[src/inc/rlc_regs.vh]
`ifndef RLC_REGS_VH
`define RLC_REGS_VH

// Register offsets on the management bus
`define RLC_OFF_SWING 8'h3B
`define RLC_OFF_DEEMPH 8'h3C
`define RLC_OFF_THRESH 8'h3D
`define RLC_OFF_SPARE_3E 8'h3E
`define RLC_OFF_SPARE_3F 8'h3F
`define RLC_OFF_IDLE 8'h40
`define RLC_OFF_EQ 8'h41

// Reset values
`define RLC_RST_SWING 8'hAD
`define RLC_RST_DEEMPH 5'h02
`define RLC_RST_THRESH 8'h00
`define RLC_RST_SPARE 8'h00
`define RLC_RST_IDLE 8'h00
`define RLC_RST_EQ 8'h2F

// Field positions
`define RLC_SWING_SCP_BIT 7
`define RLC_SWING_RATE_BIT 6
`define RLC_SWING_FIXED 5:3
`define RLC_SWING_CODE 2:0
`define RLC_DEEMPH_FAR_RECEIVER_PROBE_MODE_BIT 7
`define RLC_DEEMPH_RATE 6:5
`define RLC_DEEMPH_STORED 4:0
`define RLC_DEEMPH_CODE 2:0
`define RLC_THR_ASSERT 3:2
`define RLC_THR_DEASSERT 1:0
`define RLC_IDLE_MANUAL_BIT 5
`define RLC_IDLE_MUTE_BIT 4
`define RLC_IDLE_PROBE 3:2

// Receiver probe modes
`define RLC_PROBE_HIZ 2'b00
`define RLC_PROBE_LIMITED 2'b01
`define RLC_PROBE_ENDLESS 2'b10
`define RLC_PROBE_TERM 2'b11

// Timing
`define RLC_CLK_KHZ 50000
`define RLC_PROBE_MS 12
`define RLC_PROBE_TRIES 6'd50
// 12 ms of 50 MHz clock cycles
`define RLC_PROBE_CYCLES 24'h0927C0

`endif

[src/rtl/rlc_sync2.v]
`timescale 1ns/1ps

module rlc_sync2 #(
   parameter WIDTH = 1,
   parameter [WIDTH-1:0] RST_VAL = {WIDTH{1'b0}}
) (
   // Clock and reset
   input wire sys_clk,
   input wire resetn,
   // Asynchronous levels in, synchronised levels out
   input wire [WIDTH-1:0] async_in,
   output reg [WIDTH-1:0] sync_out
);

   reg [WIDTH-1:0] meta_q;

   always @(posedge sys_clk) begin
      if (!resetn) begin
         meta_q <= RST_VAL;
         sync_out <= RST_VAL;
      end else begin
         meta_q <= async_in;
         sync_out <= meta_q;
      end
   end

endmodule // rlc_sync2

[src/rtl/rlc_far_receiver_probe_mode.v]
`timescale 1ns/1ps
`include "rlc_regs.vh"

module rlc_far_receiver_probe_mode #(
   parameter [23:0] PERIOD = 24'd600000
) (
   // Clock and reset
   input wire sys_clk,
   input wire resetn,
   // Control and probe result
   input wire [1:0] probe_mode,
   input wire rx_present,
   // Lane controls
   output reg term_50ohm,
   output reg probe_pulse
);

   localparam [23:0] LAST = PERIOD - 24'h000001;

   reg [1:0] mode_q;
   reg [23:0] tick_q;
   reg [5:0] tries_q;
   reg found_q;
   wire limited_w;
   wire probing_w;

   assign limited_w = (probe_mode == `RLC_PROBE_LIMITED);
   assign probing_w = !found_q && ((limited_w && tries_q < `RLC_PROBE_TRIES) ||
                                   (probe_mode == `RLC_PROBE_ENDLESS));

   always @(posedge sys_clk) begin
      if (!resetn) begin
         mode_q <= `RLC_PROBE_HIZ;
         tick_q <= 24'h000000;
         tries_q <= 6'h00;
         found_q <= 1'b0;
         probe_pulse <= 1'b0;
         term_50ohm <= 1'b0;
      end else begin
         mode_q <= probe_mode;
         probe_pulse <= 1'b0;
         // A mode change restarts the search from scratch
         if (probe_mode != mode_q) begin
            tick_q <= 24'h000000;
            tries_q <= 6'h00;
            found_q <= 1'b0;
         end else if (probing_w) begin
            if (rx_present) begin
               found_q <= 1'b1;
            end
            if (tick_q == LAST) begin
               tick_q <= 24'h000000;
               probe_pulse <= 1'b1;
               if (limited_w) begin
                  tries_q <= tries_q + 6'h01;
               end
            end else begin
               tick_q <= tick_q + 24'h000001;
            end
         end
         term_50ohm <= (probe_mode == `RLC_PROBE_TERM) ||
                       (probe_mode != `RLC_PROBE_HIZ && found_q);
      end
   end

endmodule // rlc_far_receiver_probe_mode

[src/rtl/rlc_lane_regs.v]
`timescale 1ns/1ps
`include "rlc_regs.vh"

// Behaviour
// - Registers reachable as bus target, byte-wide
// - Swing bit 7 enables short-circuit protection
// - Swing bit 6 overrides rate pin
// - Swing code 2:0 selects 0.7-1.4 V
// - De-emphasis bit 7 reports receiver detected
// - De-emphasis bits 6:5 report detected rate
// - De-emphasis code 2:0 selects 0 to -12 dB
// - Assert threshold code in bits 3:2
// - Deassert threshold code in bits 1:0
// - Register thresholds override threshold pin
// - Bit 5 picks manual over automatic idle
// - Manual bit 4 mutes lane output
// - Probe mode 00 hi-Z, 11 fixed 50 ohm
// - Mode 01 probes every 12 ms, 50 tries
// - Mode 10 probes every 12 ms endlessly
// - Register probe mode overrides probe pin
// - Equalizer byte, 256 levels, reset 0x2F
module rlc_lane_regs #(
   parameter [6:0] TARGET_ADDR = 7'h5A,
   parameter [23:0] PROBE_CYCLES = `RLC_PROBE_CYCLES
) (
   // Clock and reset
   input wire sys_clk,
   input wire resetn,
   // Management bus pins
   input wire scl,
   input wire sda_i,
   output reg sda_o,
   output reg sda_oe,
   // Lane 6 live state from the analogue path
   input wire lane6_rx_detected,
   input wire [1:0] lane6_detected_link_rate,
   // Lane 7 live state from the analogue path
   input wire lane7_rx_present,
   input wire lane7_auto_idle,
   // Lane 6 controls
   output wire lane6_short_protect_en,
   output wire lane6_rate_gen12,
   output wire [2:0] lane6_output_swing,
   output wire [2:0] lane6_deemphasis_level,
   output wire [1:0] lane6_idle_assert_sel,
   output wire [1:0] lane6_idle_deassert_sel,
   // Lane 7 controls
   output reg lane7_mute,
   output wire lane7_term_50ohm,
   output wire lane7_probe_pulse,
   output wire [7:0] lane7_eq_level
);

   localparam [3:0] ST_IDLE = 4'h0;
   localparam [3:0] ST_ADDR = 4'h1;
   localparam [3:0] ST_CMD = 4'h2;
   localparam [3:0] ST_WDAT = 4'h3;
   localparam [3:0] ST_ACK = 4'h4;
   localparam [3:0] ST_RDAT = 4'h5;
   localparam [3:0] ST_RWAIT = 4'h6;
   localparam [3:0] ST_RACK = 4'h7;
   localparam [3:0] ST_RLOAD = 4'h8;

   // Register storage
   reg [7:0] swing_q;
   reg [4:0] deemph_q;
   reg [7:0] thresh_q;
   reg [7:0] spare_3e_q;
   reg [7:0] spare_3f_q;
   reg [7:0] idle_q;
   reg [7:0] eq_q;

   // Bus engine state
   reg [3:0] st_q;
   reg [3:0] nxt_q;
   reg [2:0] bit_q;
   reg [7:0] sh_q;
   reg [7:0] ptr_q;
   reg ack_pend_q;
   reg scl_prev_q;
   reg sda_prev_q;
   reg wr_stb_q;
   reg [7:0] wr_ptr_q;
   reg [7:0] wr_dat_q;

   wire [6:0] sync_w;
   wire scl_s;
   wire sda_s;
   wire l6_det_s;
   wire [1:0] l6_rate_s;
   wire l7_present_s;
   wire l7_idle_s;
   wire scl_rise_w;
   wire scl_fall_w;
   wire start_w;
   wire stop_w;
   wire [7:0] rx_byte_w;
   wire [7:0] rd_w;

   // Read view of one register; status bits come live from the lane
   function [7:0] rd_byte;
      input [7:0] a;
      begin
         case (a)
            `RLC_OFF_SWING: rd_byte = swing_q;
            `RLC_OFF_DEEMPH: rd_byte = {l6_det_s, l6_rate_s, deemph_q};
            `RLC_OFF_THRESH: rd_byte = thresh_q;
            `RLC_OFF_SPARE_3E: rd_byte = spare_3e_q;
            `RLC_OFF_SPARE_3F: rd_byte = spare_3f_q;
            `RLC_OFF_IDLE: rd_byte = idle_q;
            `RLC_OFF_EQ: rd_byte = eq_q;
            default: rd_byte = 8'h00;
         endcase
      end
   endfunction

   // Every pin and analogue level is asynchronous to sys_clk.
   // The two rate bits may tear for one cycle on a change; software
   // should re-read if it sees the unused code 10.
   // Bus pins rest high, so the synced copies leave reset with no false edge
   rlc_sync2 #(
      .WIDTH(7),
      .RST_VAL(7'h60)
   ) u_sync (
      .sys_clk(sys_clk),
      .resetn(resetn),
      .async_in({scl, sda_i, lane6_rx_detected, lane6_detected_link_rate,
                 lane7_rx_present, lane7_auto_idle}),
      .sync_out(sync_w)
   );

   assign scl_s = sync_w[6];
   assign sda_s = sync_w[5];
   assign l6_det_s = sync_w[4];
   assign l6_rate_s = sync_w[3:2];
   assign l7_present_s = sync_w[1];
   assign l7_idle_s = sync_w[0];

   assign scl_rise_w = scl_s && !scl_prev_q;
   assign scl_fall_w = !scl_s && scl_prev_q;
   assign start_w = scl_s && scl_prev_q && sda_prev_q && !sda_s;
   assign stop_w = scl_s && scl_prev_q && !sda_prev_q && sda_s;
   assign rx_byte_w = {sh_q[6:0], sda_s};
   assign rd_w = rd_byte(ptr_q);

   always @(posedge sys_clk) begin
      if (!resetn) begin
         scl_prev_q <= 1'b1;
         sda_prev_q <= 1'b1;
      end else begin
         scl_prev_q <= scl_s;
         sda_prev_q <= sda_s;
      end
   end

   // Bus target: bits sampled on SCL rise, SDA changed on SCL fall
   always @(posedge sys_clk) begin
      if (!resetn) begin
         st_q <= ST_IDLE;
         nxt_q <= ST_IDLE;
         bit_q <= 3'h0;
         sh_q <= 8'h00;
         ptr_q <= 8'h00;
         ack_pend_q <= 1'b0;
         sda_o <= 1'b0;
         sda_oe <= 1'b0;
         wr_stb_q <= 1'b0;
         wr_ptr_q <= 8'h00;
         wr_dat_q <= 8'h00;
      end else begin
         sda_o <= 1'b0;
         wr_stb_q <= 1'b0;
         if (start_w) begin
            st_q <= ST_ADDR;
            bit_q <= 3'h0;
            ack_pend_q <= 1'b0;
            sda_oe <= 1'b0;
         end else if (stop_w) begin
            st_q <= ST_IDLE;
            ack_pend_q <= 1'b0;
            sda_oe <= 1'b0;
         end else if (scl_rise_w) begin
            case (st_q)
               ST_ADDR, ST_CMD, ST_WDAT: begin
                  sh_q <= rx_byte_w;
                  bit_q <= bit_q + 3'h1;
                  if (bit_q == 3'h7) begin
                     if (st_q == ST_ADDR) begin
                        if (rx_byte_w[7:1] == TARGET_ADDR) begin
                           ack_pend_q <= 1'b1;
                           nxt_q <= rx_byte_w[0] ? ST_RDAT : ST_CMD;
                        end else begin
                           st_q <= ST_IDLE;
                        end
                     end else if (st_q == ST_CMD) begin
                        ptr_q <= rx_byte_w;
                        ack_pend_q <= 1'b1;
                        nxt_q <= ST_WDAT;
                     end else begin
                        wr_stb_q <= 1'b1;
                        wr_ptr_q <= ptr_q;
                        wr_dat_q <= rx_byte_w;
                        ptr_q <= ptr_q + 8'h01;
                        ack_pend_q <= 1'b1;
                        nxt_q <= ST_WDAT;
                     end
                  end
               end
               ST_RDAT: begin
                  sh_q <= {sh_q[6:0], 1'b0};
                  bit_q <= bit_q + 3'h1;
                  if (bit_q == 3'h7) begin
                     st_q <= ST_RWAIT;
                  end
               end
               ST_RACK: begin
                  // Host acknowledge asks for the next byte
                  if (!sda_s) begin
                     ptr_q <= ptr_q + 8'h01;
                     st_q <= ST_RLOAD;
                  end else begin
                     st_q <= ST_IDLE;
                  end
               end
               default: begin
               end
            endcase
         end else if (scl_fall_w) begin
            if (ack_pend_q) begin
               ack_pend_q <= 1'b0;
               sda_oe <= 1'b1;
               st_q <= ST_ACK;
            end else begin
               case (st_q)
                  ST_ACK: begin
                     bit_q <= 3'h0;
                     st_q <= nxt_q;
                     if (nxt_q == ST_RDAT) begin
                        sh_q <= rd_w;
                        sda_oe <= !rd_w[7];
                     end else begin
                        sda_oe <= 1'b0;
                     end
                  end
                  ST_RLOAD: begin
                     bit_q <= 3'h0;
                     sh_q <= rd_w;
                     sda_oe <= !rd_w[7];
                     st_q <= ST_RDAT;
                  end
                  ST_RDAT: begin
                     sda_oe <= !sh_q[7];
                  end
                  ST_RWAIT: begin
                     sda_oe <= 1'b0;
                     st_q <= ST_RACK;
                  end
                  default: begin
                  end
               endcase
            end
         end
      end
   end

   // Register file
   always @(posedge sys_clk) begin
      if (!resetn) begin
         swing_q <= `RLC_RST_SWING;
         deemph_q <= `RLC_RST_DEEMPH;
         thresh_q <= `RLC_RST_THRESH;
         spare_3e_q <= `RLC_RST_SPARE;
         spare_3f_q <= `RLC_RST_SPARE;
         idle_q <= `RLC_RST_IDLE;
         eq_q <= `RLC_RST_EQ;
      end else if (wr_stb_q) begin
         case (wr_ptr_q)
            `RLC_OFF_SWING: swing_q <= wr_dat_q;
            `RLC_OFF_DEEMPH: deemph_q <= wr_dat_q[`RLC_DEEMPH_STORED];
            `RLC_OFF_THRESH: thresh_q <= wr_dat_q;
            `RLC_OFF_SPARE_3E: spare_3e_q <= wr_dat_q;
            `RLC_OFF_SPARE_3F: spare_3f_q <= wr_dat_q;
            `RLC_OFF_IDLE: idle_q <= wr_dat_q;
            `RLC_OFF_EQ: eq_q <= wr_dat_q;
            default: begin
            end
         endcase
      end
   end

   assign lane6_short_protect_en = swing_q[`RLC_SWING_SCP_BIT];
   assign lane6_rate_gen12 = swing_q[`RLC_SWING_RATE_BIT];
   assign lane6_output_swing = swing_q[`RLC_SWING_CODE];
   assign lane6_deemphasis_level = deemph_q[`RLC_DEEMPH_CODE];
   assign lane6_idle_assert_sel = thresh_q[`RLC_THR_ASSERT];
   assign lane6_idle_deassert_sel = thresh_q[`RLC_THR_DEASSERT];
   assign lane7_eq_level = eq_q;

   // Lane 7 electrical idle
   always @(posedge sys_clk) begin
      if (!resetn) begin
         lane7_mute <= 1'b0;
      end else begin
         lane7_mute <= idle_q[`RLC_IDLE_MANUAL_BIT] ? idle_q[`RLC_IDLE_MUTE_BIT] : l7_idle_s;
      end
   end

   rlc_far_receiver_probe_mode #(
      .PERIOD(PROBE_CYCLES)
   ) u_far_receiver_probe_mode (
      .sys_clk(sys_clk),
      .resetn(resetn),
      .probe_mode(idle_q[`RLC_IDLE_PROBE]),
      .rx_present(l7_present_s),
      .term_50ohm(lane7_term_50ohm),
      .probe_pulse(lane7_probe_pulse)
   );

endmodule // rlc_lane_regs

[config.mk]
export PLATFORM = sky130hd
export DESIGN_NAME = rlc_lane_regs
export DESIGN_NICKNAME = d
export VERILOG_FILES = /design/src/rtl/rlc_sync2.v /design/src/rtl/rlc_far_receiver_probe_mode.v /design/src/rtl/rlc_lane_regs.v
export VERILOG_INCLUDE_DIRS = /design/src /design/src/inc
export SDC_FILE = /design/constraint.sdc
export NUM_CORES = 1
export LEC_CHECK = 0
export ABC_AREA = 1
export BUFFER_PORTS_ARGS = -buffer_cell sky130_fd_sc_hd__clkbuf_2
export CORE_MARGIN = 2
export CORE_UTILIZATION = 35
export DETAILED_ROUTE_END_ITERATION = 8
export SLEW_MARGIN = 20
export SYNTH_ARGS = -nofsm -noshare
export SYNTH_HDL_FRONTEND = slang
export SYNTH_SLANG_ARGS = --single-unit
[constraint.sdc]
create_clock -name sys_clk -period 2.4 [get_ports sys_clk]
set_input_delay 0.6 -clock sys_clk [delete_from_list [all_inputs] [get_ports sys_clk]]
set_output_delay 0.6 -clock sys_clk [all_outputs]
set_load 0.1 [all_outputs]
==> Yosys cells after proc, flatten, opt, wreduce, memory -nomap -nowiden <==
Index checks and enable logic that the tools add are counted.
{ "word_totals": {"romBits": 0, "latch_bits": 0, "word_cells": 193, "mem_bits_rw": 0, "inputBits": 9, "output_inout_bits": 25, "reg_bits": 151, "n_memories": 0} }
{ "op_classes": {"shifts": 0, "n_mul": 0, "addsub": 4, "n_reduce_logical": 54, "n_div": 0, "eq_ne": 51, "bitwise": 9, "mux": 45, "order_cmp": 1} }
{ "op_table": {"columns": ["operator", "n"], "rows": [
  ["equality test 8 x 6 -> 1 bit (second input constant)", 10],
  ["two-way mux 8 bit", 8],
  ["one-hot mux 8 bit (7 select lines)", 1],
  ["one-hot mux 8 bit (2 select lines)", 3],
  ["two-way mux 4 bit", 10],
  ["AND reduction 7 bit", 5],
  ["equality test 8 x 7 -> 1 bit (second input constant)", 4],
  ["adder 24 x 1 -> 24 bit (second input constant)", 1],
  ["equality test 24 x 20 -> 1 bit (second input constant)", 1],
  ["two-way mux 24 bit", 1],
  ["one-hot mux 4 bit (3 select lines)", 2],
  ["equality test 4 x 3 -> 1 bit (second input constant)", 5],
  ["!= test 5 bit (second input constant)", 4],
  ["two-way mux 3 bit", 6],
  ["AND reduction 2 bit", 8],
  ["!= test 3 bit (second input constant)", 5],
  ["two-way mux 1 bit", 13],
  ["logical AND 1 bit", 10],
  ["nonzero test 5 bit", 2],
  ["NOT 1 bit", 9],
  ["OR reduction 3 bit", 3],
  ["adder 8 x 1 -> 8 bit (second input constant)", 1],
  ["equality test 4 x 2 -> 1 bit (second input constant)", 2],
  ["!= test 2 x 1 -> 1 bit (second input constant)", 4],
  ["other kinds (29)", 46]
]} }

==> Depth between registers and ports, before layout <==
{ "logic_depth": {"depth_word": 8, "mapped_depth": 12, "depth_no_buf": 12} }

==> Modules after synthesis <==
From an unflattened synthesis, not the netlist that was laid out.
{ "unflattened": {"cells_unflattened": 1152, "hier_area_um2": 7754.9} }
{ "by_module_without_submodules": {"columns": ["mod", "area_per_inst_um2", "instances", "seq_area_each_um2", "cells_per_inst"], "rows": [
  ["rlc_lane_regs", 5170.0, 1, 2021.9, 776],
  ["rlc_far_receiver_probe_mode", 2188.3, 1, 700.7, 333],
  ["rlc_sync2", 396.6, 1, 280.3, 43]
]} }

==> Worst setup path before layout <==
No wires, ideal clock.
{ "synth_timing": {"path_kind": "register to register", "start": "register u_far_receiver_probe_mode.tick_q[0]", "end": "register u_far_receiver_probe_mode.tries_q[0]", "slack_ns": 0.783, "period_less_slack_ns": 1.617, "path_stages_with_launch": 9, "n_path_buf": 0, "t_arrival_ns": 1.485, "setup_time_ns": 0.132, "required_ns": 2.268, "path_cell_list": "dfxtp_1 > ha_1 > nand3_1 > nor3_1 > nand3_1 > nor2_2 > nand2_1 > nand2_1 > a21oi_1"} }
{ "synth_between": {"elab_chain_cells": 2} }
{ "synth_lines": {"columns": ["item", "line", "text"], "rows": [
  ["start, declared", "rlc_far_receiver_probe_mode.v:21", "reg [23:0] tick_q;"],
  ["start signal, assigned", "rlc_far_receiver_probe_mode.v:58", "tick_q <= tick_q + 24'h000001;"],
  ["equality test 24 x 20 -> 1 bit", "rlc_far_receiver_probe_mode.v:51", "if (tick_q == LAST) begin"],
  ["AND reduction 3 bit (no line)", null, null],
  ["end signal, assigned", "rlc_far_receiver_probe_mode.v:55", "tries_q <= tries_q + 6'h01;"],
  ["end, declared", "rlc_far_receiver_probe_mode.v:22", "reg [5:0] tries_q;"]
]} }
Every way passes these cells.
A chain may end at the register's enable or synchronous reset.

==> Worst setup path after layout <==
{ "layout_timing": {"start": "register eq_q[6], in the netlist lane7_eq_level[6]", "end": "output lane7_eq_level[6]"} }
{ "layout_rtl": {"columns": ["item", "line", "text"], "rows": [
  ["start, declared", "rlc_lane_regs.v:71", "reg [7:0] eq_q;"],
  ["start signal, assigned", "rlc_lane_regs.v:275", "eq_q <= `RLC_RST_EQ;"],
  ["start signal, assigned", "rlc_lane_regs.v:284", "`RLC_OFF_EQ: eq_q <= wr_dat_q;"],
  ["end, declared", "rlc_lane_regs.v:51", "output wire [7:0] lane7_eq_level"]
]} }
No word-level cell between the ends.

==> impl_metrics.csv <==
group,metric,value,unit
run_status,outcome,"finished clean",
cts,worstSkewPairLatency,0.44,ns
setup_path,critical_path.reg2reg.endpoint,"u_far_receiver_probe_mode.tick_q[16]",
floorplanning,chipHeight,151.1,µm
finish,largest-register,"u_far_receiver_probe_mode.tick_q",
floorplanning,design.portCount,34,
logic_synthesis,ys_ff_latch,150,
logic_synthesis,netlist_instances,1108,
placement,port_buffers,32,
timing,setup_total_negative_slack,0,ns
setup_path,crit_cells,1,
placement,gpl.final_weighted_congestion,0.8944,
grt,grt_total_ovfl,0,
floorplanning,std_cell_rows,53,
route,route.detailed.wl_per_inst,14.14,µm
cts,cts.hold.buffers_added,0,
timing,rsz_0062_raised_after_global_routing,"no",
grt,groute.usage.overall,18.46,%
logic_synthesis,synth_edf_count,0,
finish,post_route_cells_drive_above_1_share,11.03,%
route,first_iter_violations,512,
setup_path,cp.buffers_inverters,1,
logic_synthesis,yosys.area.top_type_share,39.67,%
flow_run,drv.max_cap_violation_count,0,
grt,antenna_violations_before_repair,0,
timing,report.final.slew_viol_count,0,
timing,fin_skew,0.009594,ns
finish,final_util,40.18,%
setup_path,timing.critical_path.max_delay_family,"buffers and inverters",
setup_path,crit_start,"lane7_eq_level[6]",
timing,max-slew-margin-rel,57.73,%
logic_synthesis,syn-cell-area,7570,µm²
logic_synthesis,ys_async_sr_fraction,0,%
route,antenna_violating_nets_post_route,0,
cts,cts.root.buffer_cell,"sky130_fd_sc_hd__clkbuf_16",
finish,layout.nets,1149,
power,vdd.ir_drop.worst,0.0004034,V
cts,cts.repair.resized,0,
timing,timing_worst_slew_pin_value,0.6306,ns
logic_synthesis,synthFlopType,"sky130_fd_sc_hd__dfxtp_1",
route,via_per_inst,4.915,
timing,fmax,506.3,MHz
floorplanning,coreArea,21150,µm²
cts,clkTransAtPathRegs,0.06,ns
logic_synthesis,yosys_warnings,0,
timing,fin_crit_sh,82.29,%
floorplanning,die-width,151.1,µm
setup_path,cp_data_arrival_time,1.38,ns
cts,max-clock-path-buffers,2,
power,cellPowerDensity,623.0,nW/µm²
logic_synthesis,post_synth.cell_area_avg,6.832,µm²
setup_path,worst_path_largest_cell_delay,0.51,ns
route,detail_route.drc_violations,0,
logic_synthesis,synth_seq_area_share,39.67,%
route,routed-via-count,6964,
grt,grt_max_degree,36,
route,detail_route.first_pass.iterations,5,
setup_path,register_to_register_setup_slack,0.44,ns
cts,number_of_clock_sinks_seen_by_cts,150,
setup_path,critical_path.endpoint_type,"primary output",
setup_path,endpoint,"lane7_eq_level[6]",
finish,areaGrowthSynthToFinish,12.28,%
floorplanning,starting_utilization_of_the_core_area,35.78,%
cts,cts_htree_levels,4,
setup_path,cell_count_of_the_worst_reg_to_reg_path,8,
grt,wire_length_of_the_first_global_routing_pass,32.75,mm
route,totalWireLength,20.04,mm
setup_path,crit_slowest_cell,"sky130_fd_sc_hd__clkbuf_2",
finish,antennaDiodeCount,0,
placement,detailed_place_hpwl,14.60,mm
cts,cts_inserted_buffers,17,
setup_path,worst_ep_required_time,1.80,ns
floorplanning,overall_die_area,22820,µm²
grt,first_global_vias,6354,
cts,tritoncts,"done",
logic_synthesis,netlist_top_cells_area,"sky130_fd_sc_hd__dfxtp_1 40%, sky130_fd_sc_hd__nand2_1 11%, sky130_fd_sc_hd__inv_1 7.0%",
timing,hold_viol,0,
timing,finalCriticalPeriod,1.975,ns
timing,setup_viol,0,
power,p_leak,3.598,nW
setup_path,path_max_fanout,3,
logic_synthesis,yosysUniqueCellTypes,42,
logic_synthesis,yosysTopAreaCell,"sky130_fd_sc_hd__dfxtp_1",
cts,post_cts_buffers,0,
setup_path,timing.setup.critical_path_class,"reg2out",
setup_path,timing.critical_path.from_type,"register",
logic_synthesis,synth_net_count,1128,
setup_path,worst_r2r_startpoint,"u_far_receiver_probe_mode.tick_q[0]",
min_path,worstHoldPathType,"in2reg",
setup_path,crit_chain,"clkbuf_2",
finish,number_of_flip_flops_under_the_largest_register_name,24,
per-layer routing:
layer / global-route usage [%] / up-vias / part of all wire, %
met5: 0 / - / 0
met2: 28.68 / 154 / 45
met3: 3.675 / 25 / 4.9
li1: - / 3617 / -
met4: 6.449 / 0 / 1.7
met1: 25.53 / 3168 / 49
stage by stage:
| stage | worst slack [ns] | hold WS [ns] | cells | total power, W | cell area (µm²) |
|---|---|---|---|---|---|
| final | 0.4250 | 0.3410 | 1417 | 0.005295 | 8499 |
| after global routing | 0.1807 | 0.3452 | 1417 | 0.005473 | 8499 |
| after CTS | 0.4245 | 0.3320 | 1417 | 0.005340 | 8499 |
| after detailed placement | 0.4824 | 0.3982 | 1385 | 0.002763 | 7936 |
| after global placement | 0.5105 | 0.3926 | 1385 | 0.002762 | 7936 |
| after floorplan | 0.7826 | 0.3905 | 1108 | 0.002708 | 7570 |
how the worst min path moves through the flow:
| stage | to | slack (ns) | from | depth (start not counted) |
|---|---|---|---|---|
| 2_1_floorplan | u_sync.sync_out[0] | 0.39 | u_sync.meta_q[0] | 2 |
| 3_3_place_gp | u_sync.sync_out[2] | 0.39 | u_sync.meta_q[2] | 2 |
| 3_5_place_dp | u_sync.sync_out[4] | 0.40 | u_sync.meta_q[4] | 2 |
| 4_1_cts | u_sync.meta_q[4] | 0.33 | lane6_rx_detected | 3 |
| 5_1_grt | u_sync.meta_q[4] | 0.35 | lane6_rx_detected | 3 |
| 6_report | u_sync.meta_q[4] | 0.34 | lane6_rx_detected | 3 |
cell families after synthesis:
kind of cell    synth area share [%]
xor+xnor                       1.504
buf+inv                        10.96
simple gates                   30.69
compound gates                 15.31
flops                          39.67
fa+ha+maj                      1.818
other cells                  0.04954
power by group:
group	switching (W)	internal, W	leakage (nW)	total [W]
combinational	0.000135	0.0000541	2.13	0.000189
clock	0.00110	0.00148	0.259	0.00259
sequential	0.0000121	0.00251	1.21	0.00252
synth_stat cells (3+ instances only):
| master | n |
|---|---|
| sky130_fd_sc_hd__a21oi_1 | 96 |
| sky130_fd_sc_hd__a31oi_1 | 3 |
| sky130_fd_sc_hd__buf_2 | 13 |
| sky130_fd_sc_hd__buf_4 | 12 |
| sky130_fd_sc_hd__buf_6 | 4 |
| sky130_fd_sc_hd__clkbuf_1 | 17 |
| sky130_fd_sc_hd__dfxtp_1 | 150 |
| sky130_fd_sc_hd__ha_1 | 11 |
| sky130_fd_sc_hd__inv_1 | 142 |
| sky130_fd_sc_hd__inv_2 | 5 |
| sky130_fd_sc_hd__nand2_1 | 227 |
| sky130_fd_sc_hd__nand2_2 | 6 |
| sky130_fd_sc_hd__nand3_1 | 78 |
| sky130_fd_sc_hd__nand4_1 | 18 |
| sky130_fd_sc_hd__nor2_1 | 137 |
| sky130_fd_sc_hd__nor2_2 | 8 |
| sky130_fd_sc_hd__nor2_4 | 4 |
| sky130_fd_sc_hd__nor3_1 | 17 |
| sky130_fd_sc_hd__nor3_2 | 6 |
| sky130_fd_sc_hd__nor3b_1 | 8 |
| sky130_fd_sc_hd__o211ai_1 | 12 |
| sky130_fd_sc_hd__o21ai_0 | 84 |
| sky130_fd_sc_hd__o21ai_1 | 9 |
| sky130_fd_sc_hd__o21ai_2 | 3 |
| sky130_fd_sc_hd__or2_2 | 5 |
| sky130_fd_sc_hd__xnor2_1 | 3 |
| sky130_fd_sc_hd__xor2_1 | 10 |
cell type report:
type / instances / area (µm²)
multi-input cells: 762 / 3737
fillers: 2206 / 12650
clock buffers: 22 / 464.2
repair buffers: 50 / 295.3
well taps: 275 / 344.1
inverters: 148 / 556.8
clock inverters: 10 / 98.84
flip-flops and latches: 150 / 3003
cell usage in the layout (no fill, tap or decap), drive strengths merged:
master    synthesis  routed
bufinv            0       1
inv             147     148
a31oi             3       3
nand4            19      19
nor4              2       2
clkinvlp          0       5
o31ai             2       2
o22ai             2       2
nor2            149     149
nand2           233     233
xnor2             3       3
buf              30      19
dfxtp           150     150
clkbuf           18      53
nand3            81      81
or2               5       5
nor3b             8       8
o21ai            96      96
o211a             2       2
xor2             10      10
ha               11      11
o211ai           13      13
conb              1       1
nor3             24      24
a21oi            98      98
clkinv            1       4
Note: power is estimated with default switching activity, not from simulation.
